**src/hdl/ems_defines.svh**
```systemverilog
// Offsets, field positions, reset values and counts of the external memory select block
`ifndef EMS_DEFINES_SVH
`define EMS_DEFINES_SVH
// Register byte offsets
`define EMS_OFF_WAIT 12'h000
`define EMS_OFF_SELCTL 12'h004
`define EMS_OFF_OVLAY 12'h008
`define EMS_OFF_STATUS 12'h00c
`define EMS_OFF_REQ 12'h010
`define EMS_OFF_ADDR 12'h014
`define EMS_OFF_FLAG 12'h018
// Wait register fields
`define EMS_WAIT_IO_LSB 0
`define EMS_WAIT_DATA_LSB 12
`define EMS_WAIT_MODE_BIT 15
`define EMS_WAIT_RESET 32'h0000_7fff
// Select control: combined-select enables in bits 3:0 (program, data, byte, io)
`define EMS_EN_PROG 0
`define EMS_EN_DATA 1
`define EMS_EN_BYTE 2
`define EMS_EN_IO 3
`define EMS_SELCTL_RESET 4'hb
`define EMS_BYTE_SEL_EN_BIT 4
// Overlay register fields
`define EMS_OVL_PROG_LSB 0
`define EMS_OVL_DATA_LSB 4
// Overlay codes
`define EMS_OVL_EXT1 3'h1
`define EMS_OVL_EXT2 3'h2
// External window and io regions
`define EMS_WIN_BASE 14'h2000
`define EMS_WIN_TOP 14'h3fff
`define EMS_IO_REGION_BITS 2
`define EMS_IO_ADDR_BITS 11
// Unmapped read value
`define EMS_UNMAPPED 32'h0000_0000
`endif

```
**src/hdl/ems_pkg.sv**
```systemverilog
// Types shared by the external memory select block
package ems_pkg;
  typedef enum logic [3:0] {
    EMS_SPACE_PROG = 4'h1,
    EMS_SPACE_DATA = 4'h2,
    EMS_SPACE_BYTE = 4'h4,
    EMS_SPACE_IO = 4'h8
  } ems_space_t;
  typedef struct packed {
    logic prog_n;
    logic data_n;
    logic byte_n;
    logic io_n;
    logic comb_n;
  } ems_sel_t;
  typedef struct packed {
    logic psel;
    logic penable;
    logic pwrite;
    logic [11:0] paddr;
    logic [31:0] pwdata;
  } ems_apb_req_t;
  typedef struct packed {
    logic pready;
    logic pslverr;
    logic [31:0] prdata;
  } ems_apb_rsp_t;
endpackage

```
**src/hdl/ems_ovl_decode.sv**
```systemverilog
// Overlay field decode onto internal memory or one of two external overlays
`timescale 1ns/10ps
`include "ems_defines.svh"
module ems_ovl_decode (
  input wire logic is_prog,
  input wire logic [2:0] ovl,
  output logic external,
  output logic addr13
);
  // Values 1 and 2 go out, everything else stays on chip
  always_comb begin
    external = (ovl == `EMS_OVL_EXT1) || (ovl == `EMS_OVL_EXT2); // RL7 RL8
    addr13 = (ovl == `EMS_OVL_EXT2);
    if (is_prog && ovl > 3'h5) begin
      external = 1'b0; // RL7
    end
  end
endmodule

```
**src/hdl/ems_top.sv**
```systemverilog
// External memory select, overlay decode and wait-state sequencing over APB
// Function
// RL1 - Memory mode is caught from the shared pin during reset; pin then becomes flag two.
// RL2 - Outside driver of the mode level drives only while reset is low.
// RL3 - Host mode, strap 0: acknowledge driven both ways.
// RL4 - Host mode, strap 1: acknowledge is open-source, needs pull-down.
// RL5 - Full mode program space: 24-bit, 32K internal, two 8K overlays.
// RL6 - Host mode: overlays use only lowest address line, no external execution.
// RL7 - Program overlay 0,4,5 internal; 1 overlay one; 2 overlay two, bit 13 high.
// RL8 - Data overlay 0,4-7 internal; 1 and 2 select external overlays.
// RL9 - Internal data accesses complete in one cycle.
// RL10 - External data accesses stretched by the data wait field.
// RL11 - Mode bit 0 gives N waits; 1 gives 2N+1 up to 15.
// RL12 - Io space 2048 words on eleven address lines; upper three undefined.
// RL13 - Each of four io regions uses its own three-bit wait field.
// RL14 - Combined select has the same timing as the individual selects.
// RL15 - Combined select asserts with each enabled individual select.
// RL16 - Combined select obeys the same bus request logic.
// RL17 - At reset all combined enables are 1 except the byte one.
// RL18 - Mode pin 1 at reset means host mode, 0 full mode.
// RL19 - Byte select enabled at reset; software may disable it.
// RL20 - Selects and strobes held steady until the wait count has elapsed.
`timescale 1ns/10ps
`include "ems_defines.svh"
module ems_top
  import ems_pkg::*;
#(
  parameter int REGIONS = 4
) (
  input wire logic pclk,
  input wire logic presetn,
  input wire ems_pkg::ems_apb_req_t apb_req,
  output ems_pkg::ems_apb_rsp_t apb_rsp,
  input wire logic mode_pin_in,
  input wire logic ack_strap,
  output logic flag_pin_two_out,
  output logic flag_pin_two_oe_n,
  input wire logic host_port_ack_req,
  output logic host_port_ack_out,
  output logic host_port_ack_oe_n,
  input wire logic bus_request,
  output logic bus_grant,
  output ems_pkg::ems_sel_t selects,
  output logic [13:0] ext_addr,
  output logic rd_strobe_n,
  output logic wr_strobe_n,
  output logic access_done
);
  import ems_pkg::*;
  initial begin
    if (REGIONS != 4) $error("ems_top: four io regions only");
  end

  typedef enum logic [2:0] {
    ST_IDLE = 3'b001,
    ST_WAIT = 3'b010,
    ST_DONE = 3'b100
  } ems_state_t;

  typedef struct packed {
    ems_state_t state;
    logic caught;
    logic host_mode;
    logic ack_mode;
    logic [15:0] wait_cfg;
    logic [4:0] sel_cfg;
    logic [7:0] ovl_cfg;
    logic [31:0] addr_cfg;
    logic [3:0] count;
    logic [3:0] space;
    logic is_write;
    logic ext_hit;
    logic flag_out;
    logic flag_oe;
    logic granted;
    ems_apb_rsp_t rsp;
    ems_sel_t sel;
    logic [13:0] addr;
    logic rd_n;
    logic wr_n;
    logic done;
    logic ack_out;
    logic ack_oe_n;
  } ems_regs_t;

  ems_regs_t st_reg;
  ems_regs_t st_next;
  logic [3:0] wait_cycles;
  logic ovl_ext;
  logic ovl_a13;
  logic [2:0] cur_ovl;
  logic cur_prog;
  logic cur_io;
  logic req_go;
  logic [3:0] req_space;
  logic apb_take;
  logic [3:0] sel_vec;

  // Current access space and its overlay field
  always_comb begin
    cur_prog = st_reg.space == EMS_SPACE_PROG;
    cur_io = st_reg.space == EMS_SPACE_IO;
    cur_ovl = cur_prog ? st_reg.ovl_cfg[`EMS_OVL_PROG_LSB +: 3] : st_reg.ovl_cfg[`EMS_OVL_DATA_LSB +: 3];
  end

  ems_ovl_decode u_ovl (
    .is_prog(cur_prog),
    .ovl(cur_ovl),
    .external(ovl_ext),
    .addr13(ovl_a13)
  );

  ems_wait_calc #(.REGIONS(REGIONS)) u_wait (
    .wait_mode(st_reg.wait_cfg[`EMS_WAIT_MODE_BIT]),
    .is_io(cur_io),
    .io_addr(st_reg.addr_cfg[10:0]),
    .data_wait_count(st_reg.wait_cfg[`EMS_WAIT_DATA_LSB +: 3]),
    .io_region_wait_counts(st_reg.wait_cfg[`EMS_WAIT_IO_LSB +: 3*REGIONS]),
    .wait_cycles(wait_cycles)
  );

  // APB access phase is answered one cycle later, pready comes from a register
  assign apb_take = apb_req.psel && apb_req.penable && !st_reg.rsp.pready;
  assign req_go = apb_take && apb_req.pwrite && apb_req.paddr == `EMS_OFF_REQ;
  assign req_space = apb_req.pwdata[3:0];

  // Next-state logic
  always_comb begin
    st_next = st_reg;
    sel_vec = 4'h0;
    st_next.rsp.pready = apb_take;
    st_next.rsp.pslverr = 1'b0;
    st_next.rsp.prdata = `EMS_UNMAPPED;
    st_next.done = 1'b0;
    // Catch the mode straps on the first edge after reset release
    if (!st_reg.caught) begin
      st_next.caught = 1'b1;
      st_next.host_mode = mode_pin_in; // RL1 RL18
      st_next.ack_mode = ack_strap;
    end
    // Pin is released to flag duty after the catch; outside driver is gone by then
    st_next.flag_oe = st_reg.caught; // RL1 RL2
    // Acknowledge drive style in host mode
    if (st_reg.host_mode && st_reg.ack_mode) begin
      st_next.ack_out = 1'b1; // RL4
      st_next.ack_oe_n = !host_port_ack_req;
    end else begin
      st_next.ack_out = host_port_ack_req; // RL3
      st_next.ack_oe_n = !st_reg.host_mode;
    end
    // Register writes and reads
    if (apb_take && apb_req.pwrite) begin
      if (apb_req.paddr == `EMS_OFF_WAIT) begin
        st_next.wait_cfg = apb_req.pwdata[15:0];
      end else if (apb_req.paddr == `EMS_OFF_SELCTL) begin
        st_next.sel_cfg = apb_req.pwdata[4:0]; // RL19
      end else if (apb_req.paddr == `EMS_OFF_OVLAY) begin
        st_next.ovl_cfg = apb_req.pwdata[7:0];
      end else if (apb_req.paddr == `EMS_OFF_ADDR) begin
        st_next.addr_cfg = apb_req.pwdata;
      end else if (apb_req.paddr == `EMS_OFF_FLAG) begin
        st_next.flag_out = apb_req.pwdata[0];
      end else if (apb_req.paddr != `EMS_OFF_REQ) begin
        st_next.rsp.pslverr = 1'b1;
      end
    end else if (apb_take) begin
      if (apb_req.paddr == `EMS_OFF_WAIT) begin
        st_next.rsp.prdata = {16'h0000, st_reg.wait_cfg};
      end else if (apb_req.paddr == `EMS_OFF_SELCTL) begin
        st_next.rsp.prdata = {27'h0, st_reg.sel_cfg};
      end else if (apb_req.paddr == `EMS_OFF_OVLAY) begin
        st_next.rsp.prdata = {24'h0, st_reg.ovl_cfg};
      end else if (apb_req.paddr == `EMS_OFF_ADDR) begin
        st_next.rsp.prdata = st_reg.addr_cfg;
      end else if (apb_req.paddr == `EMS_OFF_STATUS) begin
        st_next.rsp.prdata = {24'h0, st_reg.state != ST_IDLE, st_reg.granted, st_reg.ack_mode,
                              st_reg.host_mode, st_reg.count};
      end else if (apb_req.paddr == `EMS_OFF_FLAG) begin
        st_next.rsp.prdata = {31'h0, mode_pin_in};
      end else begin
        st_next.rsp.pslverr = 1'b1;
      end
    end
    // Bus grant releases every select
    st_next.granted = bus_request && st_reg.state == ST_IDLE; // RL16
    case (st_reg.state)
      ST_IDLE: begin
        st_next.sel = '1;
        st_next.rd_n = 1'b1;
        st_next.wr_n = 1'b1;
        if (req_go && !bus_request && !st_reg.granted) begin
          st_next.space = req_space;
          st_next.is_write = apb_req.pwdata[4];
          st_next.state = ST_WAIT;
          st_next.count = 4'h0;
        end else if (req_go) begin
          st_next.rsp.pslverr = 1'b1; // RL16
        end
      end
      ST_WAIT: begin
        // Decide external or internal on the first wait cycle
        st_next.ext_hit = cur_io || (st_reg.space == EMS_SPACE_BYTE) ||
                          (ovl_ext && (!st_reg.host_mode || !cur_prog)); // RL6 RL12
        if (!st_next.ext_hit) begin
          st_next.state = ST_DONE; // RL9 RL5
        end else begin
          sel_vec = {cur_io, st_reg.space == EMS_SPACE_BYTE && st_reg.sel_cfg[`EMS_BYTE_SEL_EN_BIT],
                     st_reg.space == EMS_SPACE_DATA, cur_prog};
          st_next.sel.prog_n = !sel_vec[0]; // RL14
          st_next.sel.data_n = !sel_vec[1];
          st_next.sel.byte_n = !sel_vec[2];
          st_next.sel.io_n = !sel_vec[3];
          st_next.sel.comb_n = !(|(sel_vec & st_reg.sel_cfg[3:0]) ||
                                 (st_reg.space == EMS_SPACE_BYTE && st_reg.sel_cfg[`EMS_EN_BYTE])); // RL15
          st_next.rd_n = st_reg.is_write;
          st_next.wr_n = !st_reg.is_write;
          if (cur_io) begin
            st_next.addr = {3'b000, st_reg.addr_cfg[10:0]}; // RL12
          end else if (st_reg.host_mode) begin
            st_next.addr = {13'h0, ovl_a13}; // RL6
          end else begin
            st_next.addr = {ovl_a13, st_reg.addr_cfg[12:0]}; // RL7 RL8
          end
          // Hold selects until waits are used up
          if (st_reg.count == wait_cycles && !st_reg.sel.comb_n | !st_reg.sel.prog_n | !st_reg.sel.data_n |
              !st_reg.sel.byte_n | !st_reg.sel.io_n) begin
            st_next.state = ST_DONE; // RL10 RL20
            st_next.sel = '1;
            st_next.rd_n = 1'b1;
            st_next.wr_n = 1'b1;
          end else if (!(&{st_reg.sel.prog_n, st_reg.sel.data_n, st_reg.sel.byte_n, st_reg.sel.io_n,
                           st_reg.sel.comb_n})) begin
            st_next.count = st_reg.count + 4'h1; // RL20
          end
        end
      end
      ST_DONE: begin
        st_next.sel = '1;
        st_next.rd_n = 1'b1;
        st_next.wr_n = 1'b1;
        st_next.done = 1'b1;
        st_next.state = ST_IDLE;
      end
      default: begin
        st_next.state = ST_IDLE;
      end
    endcase
  end

  // State register
  always_ff @(posedge pclk or negedge presetn) begin
    if (!presetn) begin
      st_reg <= '0;
      st_reg.state <= ST_IDLE;
      st_reg.wait_cfg <= 16'(`EMS_WAIT_RESET);
      st_reg.sel_cfg <= {1'b1, `EMS_SELCTL_RESET}; // RL17 RL19
      st_reg.sel <= '1;
      st_reg.rd_n <= 1'b1;
      st_reg.wr_n <= 1'b1;
      st_reg.ack_oe_n <= 1'b1;
    end else begin
      st_reg <= st_next;
    end
  end

  // Outputs straight from flip-flops
  assign apb_rsp = st_reg.rsp;
  assign flag_pin_two_out = st_reg.flag_out;
  assign flag_pin_two_oe_n = !st_reg.flag_oe;
  assign host_port_ack_out = st_reg.ack_out;
  assign host_port_ack_oe_n = st_reg.ack_oe_n;
  assign bus_grant = st_reg.granted;
  assign selects = st_reg.sel;
  assign ext_addr = st_reg.addr;
  assign rd_strobe_n = st_reg.rd_n;
  assign wr_strobe_n = st_reg.wr_n;
  assign access_done = st_reg.done;
endmodule

```
**src/hdl/ems_wait_calc.sv**
```systemverilog
// Wait-state count from the data and io wait fields and the mode bit
`timescale 1ns/10ps
`include "ems_defines.svh"
module ems_wait_calc #(
  parameter int REGIONS = 4
) (
  input wire logic wait_mode,
  input wire logic is_io,
  input wire logic [10:0] io_addr,
  input wire logic [2:0] data_wait_count,
  input wire logic [3*REGIONS-1:0] io_region_wait_counts,
  output logic [3:0] wait_cycles
);
  logic [2:0] n;
  logic [1:0] region;
  initial begin
    if (REGIONS != 4) $error("ems_wait_calc: four io regions only");
  end
  // Pick the field: io by region of address bits 10:9, else data
  always_comb begin
    region = io_addr[10:9]; // RL13
    n = is_io ? io_region_wait_counts[3*region +: 3] : data_wait_count; // RL10
    // Normal N, or 2N+1 up to 15
    wait_cycles = wait_mode ? {n, 1'b1} : {1'b0, n}; // RL11
  end
endmodule

```
**config.mk**
```make
export PLATFORM = sky130hd
export DESIGN_NAME = ems_top
export DESIGN_NICKNAME = d
export VERILOG_FILES = /design/src/hdl/ems_pkg.sv /design/src/hdl/ems_ovl_decode.sv /design/src/hdl/ems_top.sv /design/src/hdl/ems_wait_calc.sv
export VERILOG_INCLUDE_DIRS = /design/src /design/src/hdl
export SDC_FILE = /design/constraint.sdc
export NUM_CORES = 1
export LEC_CHECK = 0
export BUFFER_PORTS_ARGS = -buffer_cell sky130_fd_sc_hd__buf_2
export CORE_ASPECT_RATIO = 1.5
export CORE_MARGIN = 2
export CORE_UTILIZATION = 56
export CTS_CLUSTER_DIAMETER = 200
export DETAILED_ROUTE_END_ITERATION = 12
export GPL_TIMING_DRIVEN = 1
export MAX_ROUTING_LAYER = met4
export PLACE_DENSITY = 0.76
export RECOVER_POWER = 100
export SYNTH_ARGS = -nofsm -noshare
export SYNTH_HDL_FRONTEND = slang
export SYNTH_SLANG_ARGS = --single-unit
```
**constraint.sdc**
```tcl
create_clock -name pclk -period 2.5 [get_ports pclk]
set_input_delay 0.5 -clock pclk [delete_from_list [all_inputs] [get_ports pclk]]
set_output_delay 0.5 -clock pclk [all_outputs]
set_load 0.05 [all_outputs]
```
==> results of run 1 <==
[cell usage in the layout, fill, tap and decap left out, drive strengths merged, types with 5 or more instances in the layout]
| master | count |
|---|---|
| dfrtp | 109 |
| clkbuf | 96 |
| mux2 | 66 |
| buf | 65 |
| nand2 | 61 |
| nor2 | 29 |
| dfstp | 28 |
| o21ai | 25 |
| and2 | 19 |
| a21oi | 12 |
| inv | 11 |
| a22o | 9 |
| mux2i | 8 |
| nor2b | 7 |
| o22a | 7 |
| nor3 | 5 |
| a22oi | 5 |
| clkinv | 5 |
[worst max-delay path by stage]
stage	end	slack [ns]	cells past startpoint
finish	st_reg[70]	0.14	7
global route	st_reg[86]	0.008	6
CTS	st_reg[69]	0.06	6
detailed placement	rd_strobe_n	-0.004	6
global placement	st_reg[67]	0.06	8
floorplan	st_reg[131]	0.11	6
[metal layers]
metal	wire, um	part of all wire (%)
met1	5220	38
met4	435	3.2
met2	7450	54
met3	677	4.9
met5	0	0
[timing repair]
| action | 4_1_cts | 5_1_grt |
|---|---|---|
| pin swaps | 1 | 1 |
| endpoints found under the setup margin | 9 | 6 |
| resized for setup | 0 | 1 |
| buffers inserted | 1 | 0 |
| hold endpoints to repair | 16 | 0 |
| hold buffers | 1 | 0 |
[power by group through the flow]
stage	registers [mW]	clock network [mW]	logic (mW)
2_1_floorplan	2.29	0	0.0651
3_3_place_gp	2.28	0	0.207
3_5_place_dp	2.28	0	0.211
4_1_cts	2.24	2.61	0.214
5_1_grt	2.24	2.71	0.226
6_report	2.24	2.57	0.204
[Yosys cell counts (3+ instances only)]
cell	count
sky130_fd_sc_hd__o21ai_0	24
sky130_fd_sc_hd__a22o_1	8
sky130_fd_sc_hd__nand3b_1	3
sky130_fd_sc_hd__dfrtp_1	109
sky130_fd_sc_hd__xnor2_1	4
sky130_fd_sc_hd__clkbuf_1	15
sky130_fd_sc_hd__nor3b_1	4
sky130_fd_sc_hd__nor3_1	5
sky130_fd_sc_hd__a22oi_1	4
sky130_fd_sc_hd__a21oi_1	12
sky130_fd_sc_hd__buf_2	3
sky130_fd_sc_hd__nand3_1	4
sky130_fd_sc_hd__dfstp_2	28
sky130_fd_sc_hd__mux2_2	66
sky130_fd_sc_hd__nor2_1	29
sky130_fd_sc_hd__and2_1	19
sky130_fd_sc_hd__o22a_2	6
sky130_fd_sc_hd__buf_4	55
sky130_fd_sc_hd__xor2_1	4
sky130_fd_sc_hd__nor2b_1	7
sky130_fd_sc_hd__o2111ai_1	4
sky130_fd_sc_hd__inv_1	9
sky130_fd_sc_hd__nand2b_1	3
sky130_fd_sc_hd__mux2i_1	8
sky130_fd_sc_hd__o22ai_1	4
sky130_fd_sc_hd__nand2_1	60
sky130_fd_sc_hd__nor4_1	3
[cells by family (layout without fill, tap and decap cells)]
logic type	count (synthesis)	count (layout)	synth area share (%)
simple gates	151	151	12.1
flops	137	137	54.9
buf+inv	85	183	8.62
compound gates	78	78	8.88
mux	77	77	14.2
xor+xnor	8	8	1.11
fa+ha+maj	1	1	0.198
other cells	1	1	0.0594
[worst register-to-register path: stages, from the launching register on]
cell and delay, ns:
sky130_fd_sc_hd__dfrtp_1 0.46, sky130_fd_sc_hd__nor4b_2 0.23, sky130_fd_sc_hd__or4b_2 0.64, sky130_fd_sc_hd__and3_1 0.19, sky130_fd_sc_hd__buf_4 0.22, sky130_fd_sc_hd__nor3_1 0.21
sky130_fd_sc_hd__o21ai_0 0.14, sky130_fd_sc_hd__mux2i_1 0.14
[final cells by class]
class / count / area (sq um) / share of cell area [%]
clock buffers: 21 / 470 / 6.45
clock inverters: 11 / 143 / 1.96
inverters: 10 / 37.5 / 0.515
multi-input cells: 316 / 2310 / 31.6
flip-flops and latches: 137 / 3460 / 47.5
well taps: 147 / 184 / 2.52
repair buffers: 141 / 683 / 9.37
==> summary.md, run 1 <==
| Metric | Value |
|---|---|
| Status | `completed` |
| Maximum number of pins on one net before global-route repair | `59` |
| Sequence of cells on the critical path | `nor4b_2 > or4b_2 > and3_1 > buf_4 > nor3_1 > o21ai_0 > mux2i_1` |
| Power density relative to cell area | `688 mW/mm^2` |
| Port buffer count | `113` |
| Final design utilization | `66.3%` |
| Synthesized cell area | `0.00631 sq mm` |
| Critical path peak fanout | `30` |
| Share of synthesized area occupied by flip-flops and latches | `54.9%` |
| Worst-Skew Late Latency | `0.42 ns` |
| Hold slack | `0.254 ns` |
| YS warnings | `0` |
| WHS Path Cells | `2` |
| Setup WS pre-CTS | `-0.00380 ns` |
| GRT Max-Usage Layer | `met2` |
| Via-per-instance ratio | `5.49` |
| M1 GR Usage | `28.2%` |
| Setup-violating endpoint count in the final report | `0` |
| Share of layout cells above drive strength 1 | `33.6%` |
| Max Transition Viols Final | `0` |
| Count of buffering cells on the critical path with inverters included | `1` |
| Headroom to the max-slew limit | `24.4%` |
| IR drop worst, VDD | `0.532 mV` |
| Detailed-route via count | `4297` |
| Post-Layout Cell Count | `783` |
| Capturing point of the worst reg2reg path | `st_reg[70]` |
| Share of the synthesized area in the top cell type | `43.2%` |
| Core box area | `0.0110 sq mm` |
| Sort of element at the end of the critical path | `flop` |
| Post-detailed-route wirelength per cell | `17.6 um` |
| Number of placed cells counting well taps | `749` |
| Width of the die | `90.7 um` |
| Final min period | `2.36 ns` |
| Critical Path Source | `st_reg[63]` |
| DRC errors left | `0` |
| Unrepaired setup endpoints after global routing | `no` |
| Timing-limited maximum frequency | `424 MHz` |
| Clock root cell | `sky130_fd_sc_hd__clkbuf_16` |
| IO Pins | `114` |
| Global-route wire length before repair | `22700 um` |
| Biggest area consumer among synthesized cells | `sky130_fd_sc_hd__dfrtp_1` |
| Largest delay contributor family on the critical path | `simple AND/OR/NAND/NOR gates` |
| Hold EP | `host_port_ack_oe_n` |
| Num Clock Sinks | `137` |
| Reg2Reg Setup Slack | `0.14 ns` |
| Number of cells produced by synthesis | `538` |
| Register bit count reported by yosys | `137` |
| Sequential power share | `44.7%` |
| Number of antenna violations at the first check in global routing | `0` |
| Depth of the most critical reg-to-reg path | `7` |
| Level count of the clock H-tree | `4` |
| Count of nets left with antenna violations after detail routing | `0` |
| Via count of the first global-routing pass | `4489` |
| Drt initial violations | `204` |
| Clock share of power | `51.2%` |
| Slowest library cell on the worst path | `sky130_fd_sc_hd__or4b_2` |
| Async set-reset flop share out of synthesis | `100%` |
| DRT Wirelength | `13800 um` |
| Total placed instance area | `0.00680 sq mm` |
| Number of rows created at floorplan | `47` |
| Worst reg2reg startpoint | `st_reg[63]` |
| Overflow left after global routing | `0` |
| Share of the clock period used by the worst path after layout | `94.4%` |
| Count of flip-flops with a built-in enable after synthesis | `0` |
| Maximum cell stage delay along the critical path | `0.64 ns` |
| Area added between synthesis and finish | `15.4%` |
| Gate power share | `4.1%` |
| Number of maximum-capacitance violations | `0` |
| Number of antenna diodes | `0` |
| Mean Syn Cell Area | `11.7 sq um` |
| Number of nets in the layout | `677` |
| Total clock buffers created by CTS | `17` |
| Floorplan die area | `0.0122 sq mm` |
| Length of the first detailed-routing pass in iterations | `4` |
| Critical path data arrival time | `2.65 ns` |
| Transition time at the pin with the least slew margin | `1.13 ns` |
| Required time at the endpoint of the critical path | `2.79 ns` |
| Switching power share of the total | `21.4%` |
| Cell types occupying the most area after synthesis | `sky130_fd_sc_hd__dfrtp_1, sky130_fd_sc_hd__mux2_2, sky130_fd_sc_hd__dfstp_2` |
| Finished layout cell area | `0.00729 sq mm` |
| Number of library cell types mapped by synthesis | `60` |
| Number of flip-flops under the largest register name | `76` |
| Hold/Removal Path Class | `in2reg` |
| TritonCTS clock tree | `done` |
| Launching element type of the critical path | `flop` |
| Buffers from clock root to sink, at most | `2` |
| Total of fill cells in the finished design | `907` |
| Post-Synthesis Net Count | `592` |
| Global placer's final weighted congestion | `0.920` |
| Clock transition at the registers of the reported paths | `0.06 ns` |
| Height of the chip | `134 um` |
| Post-detail-place hpwl | `10000 um` |
| Switching power total | `1.07 mW` |
| Largest clock skew in the final design | `0.00954 ns` |
| Final count of hold timing violations | `0` |
| Leak | `3.35 nW` |
| Most used DFF post-synth | `sky130_fd_sc_hd__dfrtp_1` |
| Cell internal power dissipation | `3.94 mW` |
| Slack of the critical path | `0.139 ns` |
| Global router's overall resource usage | `25.0%` |
| GR Util met2 | `42.4%` |
| PnR Total Power | `5.02 mW` |
| GR Util met3 | `5.51%` |
| Worst setup path class | `reg2reg` |
| Beginning of the worst hold path | `host_port_ack_req` |
| Effective utilization at floorplan | `57.4%` |
| Summed negative setup slack over all endpoints | `0 ns` |
(Power assumes the default switching activity.)
==> run 2, diff against run 1 <==
--- a/config.mk
+++ b/config.mk
@@ -12,10 +12,11 @@
 export CORE_UTILIZATION = 56
 export CTS_CLUSTER_DIAMETER = 200
 export DETAILED_ROUTE_END_ITERATION = 12
-export GPL_TIMING_DRIVEN = 1
+export GPL_TIMING_DRIVEN = 0
 export MAX_ROUTING_LAYER = met4
 export PLACE_DENSITY = 0.76
 export RECOVER_POWER = 100
 export SYNTH_ARGS = -nofsm -noshare
 export SYNTH_HDL_FRONTEND = slang
+export SYNTH_HIERARCHICAL = 1
 export SYNTH_SLANG_ARGS = --single-unit
==> run 2 against run 1 <==
  * The run now ends with capacitance limit, slew limit, setup timing left
  * Combinational power fell by 2%
  * Sequential share of layout area fell by 2.4 points
  * Global-route usage rose by 1.2 points
  * Critical path depth rose by 3
  * Sequential cell count did not move
  * Sequential power barely moved
  * Clock-buffer cell count did not move
  * Via count rose by 4.2%
  * Setup slack got worse by 0.17 ns
==> summary.md, run 2 <==
| Metric | Value |
|---|---|
| Synthesized cell area | `0.00629 sq mm (-0.42%)` |
| Setup-violating endpoint count in the final report | `2 (+2)` |
| IR drop worst, VDD | `0.460 mV (-13%)` |
| Level count of the clock H-tree | `4 (unchanged)` |
| Via count of the first global-routing pass | `4657 (+3.7%)` |
| Finished layout cell area | `0.00769 sq mm (+5.5%)` |
| YS warnings | `6 (+6)` |
| Biggest area consumer among synthesized cells | `sky130_fd_sc_hd__dfrtp_1` |
| Num Clock Sinks | `137 (unchanged)` |
| Overflow left after global routing | `0 (unchanged)` |
| Total placed instance area | `0.00708 sq mm (+4.1%)` |
| DRT Wirelength | `14800 um (+7.6%)` |
| Maximum number of pins on one net before global-route repair | `81 (+37%)` |
| Async set-reset flop share out of synthesis | `100% (unchanged)` |
| Slack of the critical path | `-0.0357 ns (-0.175 ns)` |
| Power density relative to cell area | `637 mW/mm^2 (-7.4%)` |
| Number of rows created at floorplan | `47 (unchanged)` |
| Width of the die | `90.5 um (-0.20%)` |
| Required time at the endpoint of the critical path | `2.80 ns (about the same)` |
| Violations in the final reports | `capacitance limit, slew limit, setup timing` |
| Number of maximum-capacitance violations | `1 (+1)` |
| Post-detail-place hpwl | `10300 um (+2.5%)` |
| Area added between synthesis and finish | `22.3%` |
| Worst-Skew Late Latency | `0.42 ns (about the same)` |
| TritonCTS clock tree | `done` |
| Effective utilization at floorplan | `57.2% (-0.24 points)` |
| Buffers from clock root to sink, at most | `2 (unchanged)` |
| IO Pins | `114 (unchanged)` |
| Critical path peak fanout | `7 (-77%)` |
| Count of nets left with antenna violations after detail routing | `0 (unchanged)` |
| Final count of hold timing violations | `0 (unchanged)` |
| Number of antenna diodes | `0 (unchanged)` |
| Cell types occupying the most area after synthesis | `sky130_fd_sc_hd__dfrtp_1, sky130_fd_sc_hd__mux2_2, sky130_fd_sc_hd__dfstp_2` |
| Timing-limited maximum frequency | `394 MHz (-6.9%)` |
| Leak | `3.63 nW (+8.6%)` |
| Number of cells produced by synthesis | `527 (-2.0%)` |
| Most common library cell in the layout ignoring fill and taps | `sky130_fd_sc_hd__dfrtp_1` |
| Hold/Removal Path Class | `in2reg` |
| Headroom to the max-slew limit | `-26.5% (-51 points)` |
| Unrepaired setup endpoints after global routing | `yes` |
| Post-Synthesis Net Count | `581 (-1.9%)` |
| Number of library cell types mapped by synthesis | `56 (-6.7%)` |
| Area of the multi-input gates | `0.00234 sq mm (+1.6%)` |
| Global-route wire length before repair | `23700 um (+4.6%)` |
| Number of flip-flops under the largest register name | `76 (unchanged)` |
| Global router's overall resource usage | `26.1% (+1.2 points)` |
| Global placer's final weighted congestion | `0.938 (+2.0%)` |
| Height of the chip | `134 um (-0.20%)` |
| Via-per-instance ratio | `5.41 (-1.4%)` |
| Mean Syn Cell Area | `11.9 sq um (+1.7%)` |
| Share of the clock period used by the worst path after layout | `101% (+7.0 points)` |
| Status | `complete, but fails checks` |
| Share of layout cells above drive strength 1 | `40.4% (+6.8 points)` |
| Most used DFF post-synth | `sky130_fd_sc_hd__dfrtp_1` |
| Total of fill cells in the finished design | `849 (-6.4%)` |
| Clock root cell | `sky130_fd_sc_hd__clkbuf_16` |
| PnR Total Power | `4.90 mW (-2.3%)` |
| Worst setup path class | `reg2reg` |
| Max Transition Viols Final | `81 (+81)` |
| Largest clock skew in the final design | `0.0113 ns (+0.00177 ns)` |
| Launching element type of the critical path | `flop` |
| Summed negative setup slack over all endpoints | `-0.0510 ns (-0.0510 ns)` |
| Count of flip-flops with a built-in enable after synthesis | `0 (unchanged)` |
| Number of nets in the layout | `721 (+6.5%)` |
| Floorplan die area | `0.0121 sq mm (-0.40%)` |
| Transition time at the pin with the least slew margin | `1.90 ns (+0.764 ns)` |
| Post-detailed-route wirelength per cell | `17.9 um (+1.9%)` |
| Synth cell count leaders | `sky130_fd_sc_hd__dfrtp_1, sky130_fd_sc_hd__mux2_2, sky130_fd_sc_hd__buf_4` |
| Number of antenna violations at the first check in global routing | `0 (unchanged)` |
| Sort of element at the end of the critical path | `flop` |
| DRC errors left | `0 (unchanged)` |
| Cell with the most instances after synthesis | `sky130_fd_sc_hd__dfrtp_1` |
| Port buffer count | `111 (-1.8%)` |
| Core box area | `0.0110 sq mm (unchanged)` |
| Reg2Reg Setup Slack | `-0.04 ns (-0.17 ns)` |
| Register cell area after layout | `0.00347 sq mm (+0.14%)` |
| Highest-count cells in the layout ignoring fill and taps | `sky130_fd_sc_hd__dfrtp_1, sky130_fd_sc_hd__clkbuf_1, sky130_fd_sc_hd__mux2_2` |
| Drt initial violations | `229 (+12%)` |
| Final min period | `2.54 ns (+0.175 ns)` |
| Share of synthesized area occupied by flip-flops and latches | `55.1% (+0.23 points)` |
| Clock transition at the registers of the reported paths | `0.06 ns (about the same)` |
| Length of the first detailed-routing pass in iterations | `5 (+1)` |
| Register bit count reported by yosys | `137 (unchanged)` |
| Share of the synthesized area in the top cell type | `43.4% (+0.18 points)` |
| Detailed-route via count | `4477 (+4.2%)` |
| Critical path data arrival time | `2.84 ns (+0.19 ns)` |
| Total clock buffers created by CTS | `17 (unchanged)` |
==> run 2: changes by cell type after synthesis, moves of 6 or more <==
cell                       delta
sky130_fd_sc_hd__o22a_2       -6
sky130_fd_sc_hd__nand2b_1     +6
sky130_fd_sc_hd__mux2_2       +6
sky130_fd_sc_hd__o21ai_0      +7
sky130_fd_sc_hd__nand2_1     -10
sky130_fd_sc_hd__nor2_1       -9
==> run 2: power breakdown <==
group	switching [mW]	internal, mW
Sequential	0.0102	2.23
Combinational	0.140	0.0591
Clock	0.938	1.52
Total	1.09	3.81
==> run 2: worst paths after layout <==
| path | end | start | cells past startpoint |
|---|---|---|---|
| setup / recovery | st_reg[67] | st_reg[64] | 10 |
| hold / removal | host_port_ack_oe_n | host_port_ack_req | 2 |
| setup reg to reg | st_reg[67] | st_reg[64] | 10 |
| hold reg to reg | st_reg[59] | st_next[59] | 0 |
| max in group asynchronous | st_reg[63] | presetn | 2 |
| min in group asynchronous | st_reg[78] | presetn | 1 |
==> run 2: cells by family after synthesis <==
group	Yosys count	share of synthesized area [%]
simple gates	139	12.1
flops	137	55.1
buf+inv	85	8.50
mux	82	15.2
compound gates	75	7.90
xor+xnor	7	0.975
fa+ha+maj	1	0.199
other cells	1	0.0596
==> run 2: final cells by class <==
cell class	count	share of cell area, %
Tap cell	147	2.39
Clock inverter	11	1.58
Buffer	73	6.43
Timing Repair Buffer	124	7.60
Clock buffer	21	5.99
Inverter	9	0.439
Sequential cell	137	45.1
Multi-Input combinational cell	305	30.5
==> run 2: worst max-delay path, stage by stage, from the launching register on <==
cell and delay, ns:
sky130_fd_sc_hd__dfrtp_2 0.47, sky130_fd_sc_hd__nor4b_4 0.27, sky130_fd_sc_hd__buf_4 0.19, sky130_fd_sc_hd__mux2_4 0.32, sky130_fd_sc_hd__xnor2_1 0.13, sky130_fd_sc_hd__nor2_1 0.11
sky130_fd_sc_hd__o211ai_1 0.11, sky130_fd_sc_hd__buf_4 0.22, sky130_fd_sc_hd__buf_6 0.13, sky130_fd_sc_hd__a22o_1 0.20, sky130_fd_sc_hd__mux2_4 0.26
==> run 2: stage by stage <==
| stage | worst slack, ns | std cells | utilization, % | hold WS (ns) |
|---|---|---|---|---|
| 6_report | -0.0357 | 827 | 69.9 | 0.243 |
| 2_1_floorplan | 0.0610 | 527 | - | 0.204 |
| 3_3_place_gp | -0.790 | 785 | 64.0 | 0.406 |
| 4_1_cts | 0.00597 | 824 | 70.3 | 0.142 |
| 5_1_grt | -0.107 | 827 | 69.9 | 0.239 |
| 3_5_place_dp | -0.701 | 786 | 64.3 | 0.400 |
==> run 2: metal layers <==
metal | vias to the layer above | wire, um | track usage (%)
met2 | 150 | 8160 | 45.5
met3 | 27 | 683 | 5.73
li1 | 2076 | - | -
met1 | 2224 | 5560 | 28.8
met4 | 0 | 439 | 11.3
met5 | - | 0 | -
==> run 2: repair_timing <==
item / 4_1_cts / 5_1_grt
hold buffers: 0 / 0
resized for setup: 7 / 13
buffers inserted: 9 / 3
pin swaps: 2 / 4
endpoints found under the setup margin: 27 / 24
